==> src/logic/rtc_alarm_map.vh <==
/*
  register offsets, field positions, reset values and timing counts of the
  alarm 0 and backup bus gating block.
  assumes it is included by bare name from the files under logic/.
*/
`ifndef RTC_ALARM_MAP_VH
`define RTC_ALARM_MAP_VH

// ----------------------------------------------------------------------
// register sub-addresses on the serial bus
// ----------------------------------------------------------------------
`define RTC_REG_SEC 8'h00
`define RTC_REG_MIN 8'h01
`define RTC_REG_HOUR 8'h02
`define RTC_REG_DATE 8'h03
`define RTC_REG_MONTH 8'h04
`define RTC_REG_WDAY 8'h05
`define RTC_REG_INT 8'h06
`define RTC_REG_STATUS 8'h07
`define RTC_REG_PWR 8'h08

// ----------------------------------------------------------------------
// field positions
// ----------------------------------------------------------------------
`define RTC_FIELD_EN_BIT 7
`define RTC_INT_IM_BIT 7
`define RTC_INT_ALARM0_ENABLE_BIT 5
`define RTC_STAT_AL0_BIT 0
`define RTC_STAT_BACKUP_BIT 1
`define RTC_PWR_BSW_BIT 0
`define RTC_PWR_SERIAL_BUS_IN_BACKUP_BIT 1

// ----------------------------------------------------------------------
// reset values and bus address
// ----------------------------------------------------------------------
`define RTC_RESET_BYTE 8'h00
// bus address value is arbitrary
`define RTC_SLAVE_ADDR 7'h50

// ----------------------------------------------------------------------
// timing
// ----------------------------------------------------------------------
`define RTC_MCLK_MHZ 20
`define RTC_IRQ_PULSE_US 1000
// pulse length in mclk cycles: RTC_IRQ_PULSE_US at RTC_MCLK_MHZ, sized to the counter
`define RTC_IRQ_PULSE_CYC 15'h4e20

`endif

==> src/logic/alarm_match.v <==
/*
  combinational comparator of the six alarm 0 fields against the running
  calendar.
  assumes calendar values are bcd and come from logic on the same clock.
*/
`timescale 1ns/1ps
`include "rtc_alarm_map.vh"

module alarm_match (
  input wire [47:0] alarm_fields,
  input wire [47:0] time_fields,
  output wire match
);

  // ----------------------------------------------------------------------
  // per-field compare
  // ----------------------------------------------------------------------
  wire [5:0] field_en; // msb of each alarm byte
  wire [5:0] field_eq; // low bits equal, or field left out

  genvar gi;
  generate
    for (gi = 0; gi < 6; gi = gi + 1) begin : g_field
      assign field_en[gi] = alarm_fields[gi*8+`RTC_FIELD_EN_BIT];
      // a cleared enable bit drops the field from the compare
      assign field_eq[gi] = ~field_en[gi] |
        (alarm_fields[gi*8+6:gi*8] == time_fields[gi*8+6:gi*8]);
    end
  endgenerate

  // all enabled fields at once; an all-disabled alarm never fires
  assign match = (&field_eq) & (|field_en);

endmodule // alarm_match

==> src/logic/rtc_alarm_gate.v <==
/*
  serial bus slave with alarm 0 match, interrupt output and backup bus gating.
  assumes supply comparator levels and bus pins are asynchronous to mclk, and
  the calendar values with their advance pulse come from mclk logic.
*/
// Contract
// - no bus response below reset threshold
// - two bits select four switchover modes
// - backup bus only in legacy, bus-in-backup clear
// - backup eeprom access only in legacy mode
// - standard modes drop bus on backup entry
// - legacy-off mode needs supply above both
// - field msb enables, low bits match value
// - full match sets flag, drives interrupt low
// - alarm event only with alarm enable set
// - mode clear gives single held interrupt
// - mode set pulses interrupt every match
// - pulsed mode sets flag, needs no clear
// - power-up defaults to standard backup mode
`timescale 1ns/1ps
`include "rtc_alarm_map.vh"

module rtc_alarm_gate #(
  parameter [14:0] PULSE_CYCLES = `RTC_IRQ_PULSE_CYC
) (
  input wire mclk,
  input wire reset_n,
  input wire scl_in,
  input wire sda_in,
  output reg sda_out,
  output reg sda_oe,
  input wire vdd_above_reset,
  input wire vbat_above_reset,
  input wire vdd_above_vbat,
  input wire vdd_above_trip,
  input wire time_tick,
  input wire [7:0] cur_sec,
  input wire [7:0] cur_min,
  input wire [7:0] cur_hour,
  input wire [7:0] cur_date,
  input wire [7:0] cur_month,
  input wire [7:0] cur_wday,
  output reg irq_freq_out,
  output reg irq_freq_out_oe,
  output reg alarm0_flag,
  output reg on_backup,
  output reg bus_enabled,
  output reg eeprom_allowed
);

  // ----------------------------------------------------------------------
  // states of the bus slave
  // ----------------------------------------------------------------------
  localparam [6:0] S_IDLE = 7'b000_0001;
  localparam [6:0] S_ADDR = 7'b000_0010;
  localparam [6:0] S_AACK = 7'b000_0100;
  localparam [6:0] S_RX = 7'b000_1000;
  localparam [6:0] S_RACK = 7'b001_0000;
  localparam [6:0] S_TX = 7'b010_0000;
  localparam [6:0] S_TACK = 7'b100_0000;

  // ----------------------------------------------------------------------
  // input synchronisers
  // ----------------------------------------------------------------------
  reg [5:0] sync1_q; // first stage, read only by sync2_q
  reg [5:0] sync2_q; // settled levels
  reg scl_last_q; // previous settled clock for edge finding
  reg sda_last_q; // previous settled data for start and stop

  always @(posedge mclk or negedge reset_n) begin
    if (!reset_n) begin
      // bus pins reset to their idle high level so no false edge follows reset
      sync1_q <= 6'h03;
      sync2_q <= 6'h03;
      scl_last_q <= 1'b1;
      sda_last_q <= 1'b1;
    end else begin
      sync1_q <= {vdd_above_trip, vdd_above_vbat, vbat_above_reset,
                  vdd_above_reset, sda_in, scl_in};
      sync2_q <= sync1_q;
      scl_last_q <= sync2_q[0];
      sda_last_q <= sync2_q[1];
    end
  end

  wire scl_s = sync2_q[0];
  wire sda_s = sync2_q[1];
  wire vdd_ok = sync2_q[2]; // main supply above reset threshold
  wire vbat_ok = sync2_q[3]; // backup supply above reset threshold
  wire vdd_gt_bat = sync2_q[4];
  wire vdd_gt_trip = sync2_q[5];
  wire scl_rise = scl_s & ~scl_last_q;
  wire scl_fall = ~scl_s & scl_last_q;
  wire bus_start = scl_s & scl_last_q & sda_last_q & ~sda_s;
  wire bus_stop = scl_s & scl_last_q & ~sda_last_q & sda_s;

  // ----------------------------------------------------------------------
  // registers
  // ----------------------------------------------------------------------
  reg [7:0] al_sec_q, al_min_q, al_hour_q, al_date_q, al_month_q, al_wday_q;
  reg [7:0] int_ctrl_q; // interrupt control
  reg [1:0] pwr_ctrl_q; // switchover select and bus-in-backup bits
  reg bus_ok_q; // gating decision, one cycle behind the synced levels

  wire sw_sel = pwr_ctrl_q[`RTC_PWR_BSW_BIT];
  wire bib = pwr_ctrl_q[`RTC_PWR_SERIAL_BUS_IN_BACKUP_BIT];
  wire int_mode = int_ctrl_q[`RTC_INT_IM_BIT];
  wire al0_en = int_ctrl_q[`RTC_INT_ALARM0_ENABLE_BIT];

  // ----------------------------------------------------------------------
  // supply mode and bus gating
  // ----------------------------------------------------------------------
  reg backup_d, bus_ok_d, ee_ok_d;

  always @* begin
    // legacy switches when main supply drops below backup, standard at trip
    backup_d = sw_sel ? ~vdd_gt_bat : ~vdd_gt_trip;
    if (!vdd_ok) begin
      bus_ok_d = 1'b0;
    end else if (sw_sel && !bib) begin
      bus_ok_d = ~backup_d | vbat_ok;
    end else if (sw_sel) begin
      bus_ok_d = vdd_gt_bat;
    end else begin
      bus_ok_d = ~backup_d;
    end
    // only the legacy mode with bus-in-backup clear keeps eeprom on backup
    ee_ok_d = ~backup_d | (sw_sel & ~bib);
  end

  // ----------------------------------------------------------------------
  // read mux, decoded by sub-address
  // ----------------------------------------------------------------------
  reg [7:0] ptr_q;
  reg [7:0] rdata;

  always @* begin
    if (ptr_q == `RTC_REG_SEC) rdata = al_sec_q;
    else if (ptr_q == `RTC_REG_MIN) rdata = al_min_q;
    else if (ptr_q == `RTC_REG_HOUR) rdata = al_hour_q;
    else if (ptr_q == `RTC_REG_DATE) rdata = al_date_q;
    else if (ptr_q == `RTC_REG_MONTH) rdata = al_month_q;
    else if (ptr_q == `RTC_REG_WDAY) rdata = al_wday_q;
    else if (ptr_q == `RTC_REG_INT) rdata = int_ctrl_q;
    else if (ptr_q == `RTC_REG_STATUS) rdata = {6'h00, on_backup, alarm0_flag};
    else if (ptr_q == `RTC_REG_PWR) rdata = {6'h00, pwr_ctrl_q};
    else rdata = 8'h00; // unmapped reads as zero
  end

  // ----------------------------------------------------------------------
  // bus slave: shifts on clock rise, drives data on clock fall
  // ----------------------------------------------------------------------
  reg [6:0] state_q;
  reg [2:0] bit_q; // bit count within the byte
  reg [7:0] shift_q;
  reg first_q; // next written byte is the sub-address
  reg ack_hold_q; // ack slot driven, release on next fall
  reg rd_q; // transfer is a read
  reg wr_stb; // one-cycle write strobe
  reg status_rd; // status byte loaded for sending
  wire [7:0] shift_in = {shift_q[6:0], sda_s};

  always @(posedge mclk or negedge reset_n) begin
    if (!reset_n) begin
      state_q <= S_IDLE;
      bit_q <= 3'd0;
      shift_q <= 8'h00;
      first_q <= 1'b0;
      ack_hold_q <= 1'b0;
      rd_q <= 1'b0;
      ptr_q <= 8'h00;
      sda_out <= 1'b0;
      sda_oe <= 1'b0;
      wr_stb <= 1'b0;
      status_rd <= 1'b0;
    end else begin
      wr_stb <= 1'b0;
      status_rd <= 1'b0;
      sda_out <= 1'b0;
      if (!bus_ok_q) begin
        // gated off: drop any transfer and let go of the line
        state_q <= S_IDLE;
        sda_oe <= 1'b0;
      end else if (bus_start) begin
        state_q <= S_ADDR;
        bit_q <= 3'd0;
        first_q <= 1'b1;
        sda_oe <= 1'b0;
      end else if (bus_stop) begin
        state_q <= S_IDLE;
        sda_oe <= 1'b0;
      end else begin
        case (state_q)
          S_ADDR: begin
            if (scl_rise) begin
              shift_q <= shift_in;
              bit_q <= bit_q + 3'd1;
              if (bit_q == 3'd7) begin
                rd_q <= sda_s;
                ack_hold_q <= 1'b0;
                // foreign address: stay silent until the next start
                state_q <= (shift_q[6:0] == `RTC_SLAVE_ADDR) ? S_AACK : S_IDLE;
              end
            end
          end
          S_AACK, S_RACK: begin
            if (scl_fall && !ack_hold_q) begin
              sda_oe <= 1'b1; // ack is a driven low
              ack_hold_q <= 1'b1;
            end else if (scl_fall) begin
              bit_q <= 3'd0;
              if (rd_q && state_q == S_AACK) begin
                sda_oe <= ~rdata[7];
                shift_q <= {rdata[6:0], 1'b0};
                status_rd <= (ptr_q == `RTC_REG_STATUS);
                state_q <= S_TX;
              end else begin
                sda_oe <= 1'b0;
                state_q <= S_RX;
              end
            end
          end
          S_RX: begin
            if (scl_rise) begin
              shift_q <= shift_in;
              bit_q <= bit_q + 3'd1;
              if (bit_q == 3'd7) begin
                ack_hold_q <= 1'b0;
                state_q <= S_RACK;
                if (first_q) begin
                  ptr_q <= shift_in;
                  first_q <= 1'b0;
                end else begin
                  wr_stb <= 1'b1;
                end
              end
            end
          end
          S_TX: begin
            if (scl_fall) begin
              // open drain: a one is sent by letting go
              sda_oe <= ~shift_q[7];
              shift_q <= {shift_q[6:0], 1'b0};
            end else if (scl_rise) begin
              bit_q <= bit_q + 3'd1;
              if (bit_q == 3'd7) begin
                ptr_q <= ptr_q + 8'h01;
                state_q <= S_TACK;
              end
            end
          end
          default: begin
            if (state_q == S_TACK && scl_fall) begin
              sda_oe <= 1'b0; // leave the ack slot to the master
            end else if (state_q == S_TACK && scl_rise) begin
              bit_q <= 3'd0;
              if (sda_s) begin
                state_q <= S_IDLE; // master refused: read ends
              end else begin
                shift_q <= rdata;
                status_rd <= (ptr_q == `RTC_REG_STATUS);
                state_q <= S_TX;
              end
            end
          end
        endcase
      end
    end
  end

  // ----------------------------------------------------------------------
  // register writes land at the pointer; only read bytes advance it
  // ----------------------------------------------------------------------
  always @(posedge mclk or negedge reset_n) begin
    if (!reset_n) begin
      al_sec_q <= `RTC_RESET_BYTE;
      al_min_q <= `RTC_RESET_BYTE;
      al_hour_q <= `RTC_RESET_BYTE;
      al_date_q <= `RTC_RESET_BYTE;
      al_month_q <= `RTC_RESET_BYTE;
      al_wday_q <= `RTC_RESET_BYTE;
      int_ctrl_q <= `RTC_RESET_BYTE;
      pwr_ctrl_q <= 2'b00; // standard switchover after power-up
    end else if (wr_stb) begin
      if (ptr_q == `RTC_REG_SEC) al_sec_q <= shift_q;
      else if (ptr_q == `RTC_REG_MIN) al_min_q <= shift_q;
      else if (ptr_q == `RTC_REG_HOUR) al_hour_q <= shift_q;
      else if (ptr_q == `RTC_REG_DATE) al_date_q <= shift_q;
      else if (ptr_q == `RTC_REG_MONTH) al_month_q <= shift_q;
      else if (ptr_q == `RTC_REG_WDAY) al_wday_q <= shift_q;
      else if (ptr_q == `RTC_REG_INT) int_ctrl_q <= shift_q;
      else if (ptr_q == `RTC_REG_PWR) pwr_ctrl_q <= shift_q[1:0];
    end
  end

  // ----------------------------------------------------------------------
  // alarm compare and interrupt
  // ----------------------------------------------------------------------
  wire match;
  alarm_match u_match (
    .alarm_fields({al_wday_q, al_month_q, al_date_q, al_hour_q, al_min_q, al_sec_q}),
    .time_fields({cur_wday, cur_month, cur_date, cur_hour, cur_min, cur_sec}),
    .match(match)
  );

  // only on the advance of the time, so a held match fires once per advance
  wire trigger = time_tick & match & al0_en;
  reg [14:0] pulse_q; // remaining cycles of the interrupt pulse

  always @(posedge mclk or negedge reset_n) begin
    if (!reset_n) begin
      alarm0_flag <= 1'b0;
      pulse_q <= 15'h0000;
      irq_freq_out <= 1'b0;
      irq_freq_out_oe <= 1'b0;
      on_backup <= 1'b0;
      bus_ok_q <= 1'b0;
      bus_enabled <= 1'b0;
      eeprom_allowed <= 1'b0;
    end else begin
      // set wins over the clear from a status read
      if (trigger) alarm0_flag <= 1'b1;
      else if (status_rd) alarm0_flag <= 1'b0;
      if (trigger && int_mode) pulse_q <= PULSE_CYCLES;
      else if (pulse_q != 15'h0000) pulse_q <= pulse_q - 15'h0001;
      irq_freq_out <= 1'b0;
      // pulsed mode ignores the flag; single mode holds low until cleared
      irq_freq_out_oe <= int_mode ? ((trigger | (pulse_q > 15'h0001)))
                                  : (alarm0_flag | trigger);
      on_backup <= backup_d;
      bus_ok_q <= bus_ok_d;
      bus_enabled <= bus_ok_d;
      eeprom_allowed <= ee_ok_d;
    end
  end

endmodule // rtc_alarm_gate

==> config.mk <==
export PLATFORM = sky130hd
export DESIGN_NAME = rtc_alarm_gate
export DESIGN_NICKNAME = d
export VERILOG_FILES = /design/src/logic/alarm_match.v /design/src/logic/rtc_alarm_gate.v
export VERILOG_INCLUDE_DIRS = /design/src /design/src/logic
export SDC_FILE = /design/constraint.sdc
export NUM_CORES = 1
export LEC_CHECK = 0
export BUFFER_PORTS_ARGS = -buffer_cell sky130_fd_sc_hd__buf_2
export CORE_MARGIN = 3
export CORE_UTILIZATION = 40
export DETAILED_ROUTE_END_ITERATION = 8
export GPL_TIMING_DRIVEN = 0
export PLACE_DENSITY = 0.68
export SLEW_MARGIN = 20
export SYNTH_ARGS = -nofsm -noshare
export SYNTH_HDL_FRONTEND = slang
export SYNTH_SLANG_ARGS = --single-unit
==> constraint.sdc <==
create_clock -name mclk -period 4.18 [get_ports mclk]
set_input_delay 0.209 -clock mclk [delete_from_list [all_inputs] [get_ports mclk]]
set_output_delay 0.209 -clock mclk [all_outputs]
set_load 0.02 [all_outputs]
# --- After elaboration in Yosys (flattened, before gate mapping) ---
# Cells that the tools add are included.
op_classes:
  add_sub_neg: 3
  n_lt_le_gt_ge: 1
  n_eq_ne: 57
  mux: 94
  bitwise_logic: 46
  n_reduce_logical: 40
op_table:
  columns: ["op", "n"]
  rows:
  - ["$mux 8", 21]
  - ["$mux 7", 14]
  - ["$ne 5x5->1 const B", 10]
  - ["$eq 7x7->1", 6]
  - ["$mux 1", 37]
  - ["$eq 8x3->1 const B", 4]
  - ["$mux 15", 2]
  - ["$pmux 7 s4", 1]
  - ["$mux 3", 9]
  - ["$not 1->1", 25]
  - ["$ne 2x2->1 const B", 12]
  - ["$pmux 8 s3", 1]
  - ["$reduce_and 11->1", 2]
  - ["$reduce_and 7->1", 3]
  - ["$reduce_and 6->1", 3]
  - ["$eq 8x2->1 const B", 2]
  - ["$pmux 8 s2", 1]
  - ["$gt 15x1->1 const B", 1]
  - ["$reduce_bool 15->1", 1]
  - ["$sub 15x1->15 const B", 1]
  - ["$eq 7x7->1 const B", 2]
  - ["$reduce_bool 2->1", 7]
  - ["$mux 6", 2]
  - ["$and 1x1->1", 11]
  - ["39 further kinds", 63]
word_totals:
  ff_bits: 124
  input_bits: 57
  output_inout_bits: 8
  elab_cells: 269

# --- Longest topological paths before layout ---
logic_depth:
  depth_word: 18
  depth_mapped: 10
  mapped_depth_nobuf: 8

# --- Modules after synthesis ---
# A second synthesis with hierarchy kept.
unflattened:
  hier_cells: 697
  area_unflattened_um2: 7151.9
by_module_without_submodules:
  columns: ["mod", "n_inst", "cells_per_inst", "area_each_um2", "seq_area_each_um2"]
  rows:
  - ["rtc_alarm_gate", 1, 637, 6658.9, 3111.7]
  - ["alarm_match", 1, 60, 493.0, 0.0]

# --- Worst setup path after synthesis ---
# No wires, ideal clock.
synth_timing:
  kind: "register to register"
  start: "register ptr_q[0]"
  end: "register pwr_ctrl_q[1]"
  setup_ns: 0.125
  arrival_time_ns: 2.168
  required_time_ns: 4.055
  path_slack_ns: 1.888
  stages_incl_launch_ff: 8
  n_path_buf: 2
  synth_period_minus_slack_ns: 2.292
  cell_sequence: "dfrtp_1 -> inv_1 -> ha_1 -> clkbuf_1 -> buf_1 -> nand2_1 -> nor4b_1 -> mux2_2"
synth_via:
  elab_chain_len: 3
  word_cells_on_any_way: 16
  cone_classes: "eq/ne (7); bitwise (7); reduce/logical (2)"
synth_rtl:
  columns: ["element", "line", "rtl"]
  rows:
  - ["start, declared", "rtc_alarm_gate.v:134", "reg [7:0] ptr_q;"]
  - ["start signal, assigned", "rtc_alarm_gate.v:231", "ptr_q <= shift_in;"]
  - ["start signal, assigned", "rtc_alarm_gate.v:247", "ptr_q <= ptr_q + 8'h01;"]
  - ["$eq 8x3->1 (no line), or another cell as far along", null, null]
  - ["$not 1->1 (no line)", null, null]
  - ["$reduce_and 9->1 (no line) (*)", null, null]
  - ["end signal, assigned", "rtc_alarm_gate.v:292", "else if (ptr_q == `RTC_REG_PWR) pwr_ctrl_q <= shift_q[1:0];"]
  - ["end, declared", "rtc_alarm_gate.v:102", "reg [1:0] pwr_ctrl_q;"]
# Every way passes the cells marked *; elsewhere a longest branch is shown, timed or not.
# A chain may end at the register's enable or synchronous reset.

# --- Worst setup path after layout ---
layout_timing:
  start: "register ptr_q[0]"
  end: "register shift_q[3]"
layout_via:
  elab_chain_len: 12
  word_cells_on_any_way: 21
  cone_classes: "eq/ne (6); mux (14); reduce/logical (1)"
layout_rtl:
  columns: ["element", "line", "rtl"]
  rows:
  - ["$eq 8x3->1 (no line)", null, null]
  - ["$mux 8", "rtc_alarm_gate.v:144", "else if (ptr_q == `RTC_REG_INT) rdata = int_ctrl_q;"]
  - ["$mux 8", "rtc_alarm_gate.v:143", "else if (ptr_q == `RTC_REG_WDAY) rdata = al_wday_q;"]
  - ["$mux 8", "rtc_alarm_gate.v:142", "else if (ptr_q == `RTC_REG_MONTH) rdata = al_month_q;"]
  - ["$mux 8", "rtc_alarm_gate.v:141", "else if (ptr_q == `RTC_REG_DATE) rdata = al_date_q;"]
  - ["$mux 8", "rtc_alarm_gate.v:140", "else if (ptr_q == `RTC_REG_HOUR) rdata = al_hour_q;"]
  - ["$mux 8", "rtc_alarm_gate.v:139", "else if (ptr_q == `RTC_REG_MIN) rdata = al_min_q;"]
  - ["$mux 8 (*)", "rtc_alarm_gate.v:138", "if (ptr_q == `RTC_REG_SEC) rdata = al_sec_q;"]
  - ["$mux 8, on equally long branches", "rtc_alarm_gate.v:257, rtc_alarm_gate.v:212", null]
  - ["$mux 8, on equally long branches", "rtc_alarm_gate.v:255, rtc_alarm_gate.v:210", null]
  - ["$mux 8, on equally long branches", "rtc_alarm_gate.v:253, rtc_alarm_gate.v:207", null]
  - ["$pmux 8 s3 (*)", "rtc_alarm_gate.v:193", "case (state_q)"]
  - ["end signal, assigned", "rtc_alarm_gate.v:196", "shift_q <= shift_in;"]
  - ["end signal, assigned", "rtc_alarm_gate.v:214", "shift_q <= {rdata[6:0], 1'b0};"]
  - ["end signal, assigned", "rtc_alarm_gate.v:260", "shift_q <= rdata;"]
  - ["end, declared", "rtc_alarm_gate.v:155", "reg [7:0] shift_q;"]
# Every way passes the cells marked *; elsewhere a longest branch is shown, timed or not. The select of a mux whose other input is x is not followed.

==> impl_metrics.ini <==
[worst_setup_path]
path_class = reg2reg
cp_max_fo = 10
slowest_stage = o31ai_1
cp.required_ns = 4.48
crit_path_start_kind = flip-flop
crit_arrival_ns = 3.45
cpLargestDelayFamily = buffers and inverters
cp_num_buf_inv = 3
slowest_delay_ns = 0.54
path_cells = inv_1 > ha_1 > clkbuf_1 > buf_2 > nor2_1 > nand3_1 > a21oi_1 > o31ai_1 > o221ai_1 > mux2_4
end_kind = flip-flop

[routing]
viasPerCell = 5.755
wl_um = 20100
wl_met1_um = 9416
drt_iter0_drc = 535
routed.top_layer = met4
drc = 0
first_pass_iters = 5
antenna_left = 0
routedWlPerCell_um = 19.76
via_count = 5853
met3_length_um = 1141
wl_met2_um = 9154

[global_route]
grt_max_degree = 64
grt_use_total_pct = 20.86
grt_remaining_overflow = 0
antenna_found_initial = 0
grt_pass1_vias = 5695
grt_pass1_wl_um = 31890

[power_and_ir_drop]
worst_ir_drop_vdd_v = 0.0002662
p_leak_nw = 3.617
p_clk_share_pct = 50.4
p_int_mw = 2.132
p_per_area_nw_per_um2 = 326.1
swShare_pct = 22.20
comb_power_share_pct = 4.9
power_mw = 2.740
seqPwrFrac_pct = 44.7
p_switching_mw = 0.6083

[flow_run]
cap_violations = 0

[die]
ios = 65
fp-row-count = 48
die_y_um = 140.0
dieWidth_um = 140.0
core_um2 = 17420
start_util_pct = 41.23
die-area_um2 = 19600

[clock_tree]
cts_setup_buffers = 0
cts_made_buffers = 17
clock_latency_ns = 0.42
htreeDepth = 4
cts.clk_slew.worst_paths_ns = 0.06
root_buffer = clkbuf_16
cts_tree = done
cts.path.max_buffers = 2
cts_resized = 0
clock-sinks = 124

[placed_design]
place_inst = 978
pre_cts_ws_ns = 1.174
place_congestion = 0.9816
place_area_um2 = 7780
io_buffer_count = 56
dp_hpwl_um = 14350

[yosys]
synth_area_per_cell_um2 = 10.33
synth_ff_type = dfrtp_1
synth_async_sr_flop_share_pct = 100.0
synth.largest_area_cell = dfrtp_1
ys.warnings.count = 0
syn_area_um2 = 7181
synthAdderAreaFrac_pct = 1.394
synthDistinctLibCells = 84
yosysTopAreaCellShare_pct = 40.77
synth_simple_gate_area_share_pct = 19.45
synth_area_leaders = dfrtp_1 (41%), mux2_2 (8.9%), xor2_1 (3.4%)
yosys.area_share.xor_xnor_pct = 6.674
ys_ff_latch = 124
synth_edf_count = 0
synthMuxAreaShare_pct = 11.54
ys_seq_area_share_pct = 43.34
synth_top_family_by_area = simple AND/OR/NAND/NOR gates
syn_inst = 695
synth_compound_area_share_pct = 14.03

[final_layout]
drive_above_1_share_pct = 25.63
layout.cells.non_filler = 1017
fin_nets = 844
layout_common_cells = dfrtp_1 (117), buf_2 (59), mux2_2 (57)
diodes = 0
layout_commonest_cell = dfrtp_1
area_growth_pct = 17.02
postLayoutCellArea_um2 = 8403

[timing]
drv_slew = 0
hold_viol_final = 0
fin_setup_tns_ns = 0
setup_violations = 0
min_period_ns = 3.151
fin_ws_ns = 1.029
relSlewSlack_pct = 41.45
grt_setup_unrepaired = no
worst_slew_pin_slew_ns = 0.8783
min_period_over_period_pct = 75.37
finClkSkew_ns = 0.009535
fmax_mhz = 317.4

[hold_path]
hold_class = in2reg

[run_status]
status = finished, final reports clean
## Yosys cell counts (3+ instances only)
library cell / count
or3_1: 9
o22ai_1: 6
nor4_4: 4
a211o_1: 4
and2_1: 3
o211ai_1: 3
o221ai_1: 4
nor2b_1: 11
nor2_1: 39
inv_1: 16
mux2_2: 57
nor4_1: 4
a211oi_1: 6
nand4_1: 18
a21oi_1: 34
nand3_1: 34
buf_2: 4
ha_1: 8
nand2_1: 52
nand3b_1: 8
nor3_1: 13
nand2b_1: 10
a31oi_1: 5
o21ai_0: 32
nor4b_2: 3
dfrtp_1: 117
xor2_1: 28
mux2_4: 7
dfstp_2: 7
clkbuf_1: 23
nor3_2: 4
nor4b_1: 3
a21o_1: 5
o31ai_1: 4
nor3b_1: 3
xnor2_1: 23
or4_1: 3
buf_4: 7
mux2i_1: 7
o41ai_1: 6
and3_1: 4
## power by group through the flow
stage	Sequential, mW	Combinational (mW)	Clock [mW]
global route	1.23	0.148	1.45
detailed placement	1.25	0.129	0
CTS	1.23	0.134	1.40
floorplan	1.25	0.0567	0
global placement	1.25	0.124	0
finish	1.23	0.133	1.38
## final cells by class
type                       count  area (µm²)
inverter                      16       60.06
clock buffer                  25       485.5
tap                          225       281.5
fill                        1627        9014
multi-input combinational    517        3819
clock inverter                 7       67.56
buffer                        39       193.9
timing repair buffer          64       384.1
sequential                   124        3112
## worst reg2reg max path, delay by kind of cell, from the launching register on
family / cells / cell delay [ns]
flops: 1 / 0.43
simple gates: 2 / 0.22
mux: 1 / 0.29
fa+ha+maj: 1 / 0.28
compound gates: 3 / 0.86
buf+inv: 3 / 0.95
## final timing paths
path / start / cells past startpoint / slack, ns / endpoint
max in group asynchronous: reset_n / 3 / 3.14 / al_wday_q[7]$_DFFE_PN0P_
hold reg to reg: sync1_q[3]$_DFF_PN0_ / 0 / 0.35 / sync2_q[3]$_DFF_PN0_
setup reg to reg: ptr_q[0]$_DFFE_PN0P_ / 10 / 1.03 / shift_q[3]$_DFFE_PN0P_
hold / removal: time_tick / 4 / 0.24 / alarm0_flag$_DFFE_PN0P_
min in group asynchronous: reset_n / 2 / 0.33 / eeprom_allowed$_DFF_PN0_
setup / recovery: ptr_q[0]$_DFFE_PN0P_ / 10 / 1.03 / shift_q[3]$_DFFE_PN0P_
## metrics by stage
stage	hold slack (ns)	utilization, %
CTS	0.2231	48.25
detailed placement	0.2275	44.67
global route	0.2513	48.25
floorplan	-0.08659	-
global placement	0.3134	44.48
finish	0.2411	48.25
## registers in the layout, summed over array words and instances (netlist names), 2 cells and up
| name | count |
|---|---|
| al_month_q | 8 |
| sync2_q | 6 |
| sync1_q | 6 |
| pwr_ctrl_q | 2 |
| int_ctrl_q | 8 |
| al_date_q | 8 |
| pulse_q | 15 |
| al_sec_q | 8 |
| al_min_q | 8 |
| al_wday_q | 8 |
| shift_q | 8 |
| bit_q | 3 |
| state_q | 7 |
| ptr_q | 8 |
| al_hour_q | 8 |
## metal layers
layer	global-route usage [%]	vias to the layer above
met5	0	-
li1	-	2720
met2	31.86	210
met1	29.99	2893
met3	4.234	30
met4	6.527	0
## kinds of logic after synthesis
family / Yosys count
AO/OA/AOI/OAI: 142
multiplexers: 72
adder cells (fa/ha/maj): 8
AND/OR/NAND/NOR: 240
XOR/XNOR: 53
other: 1
flip-flops: 124
buffers and inverters: 55
## timing repair
action	4_1_cts	5_1_grt
hold buffers	7	0
setup endpoints to repair	0	0
endpoints found under the hold margin	60	0
Note: power is estimated with default switching activity, not from simulation.
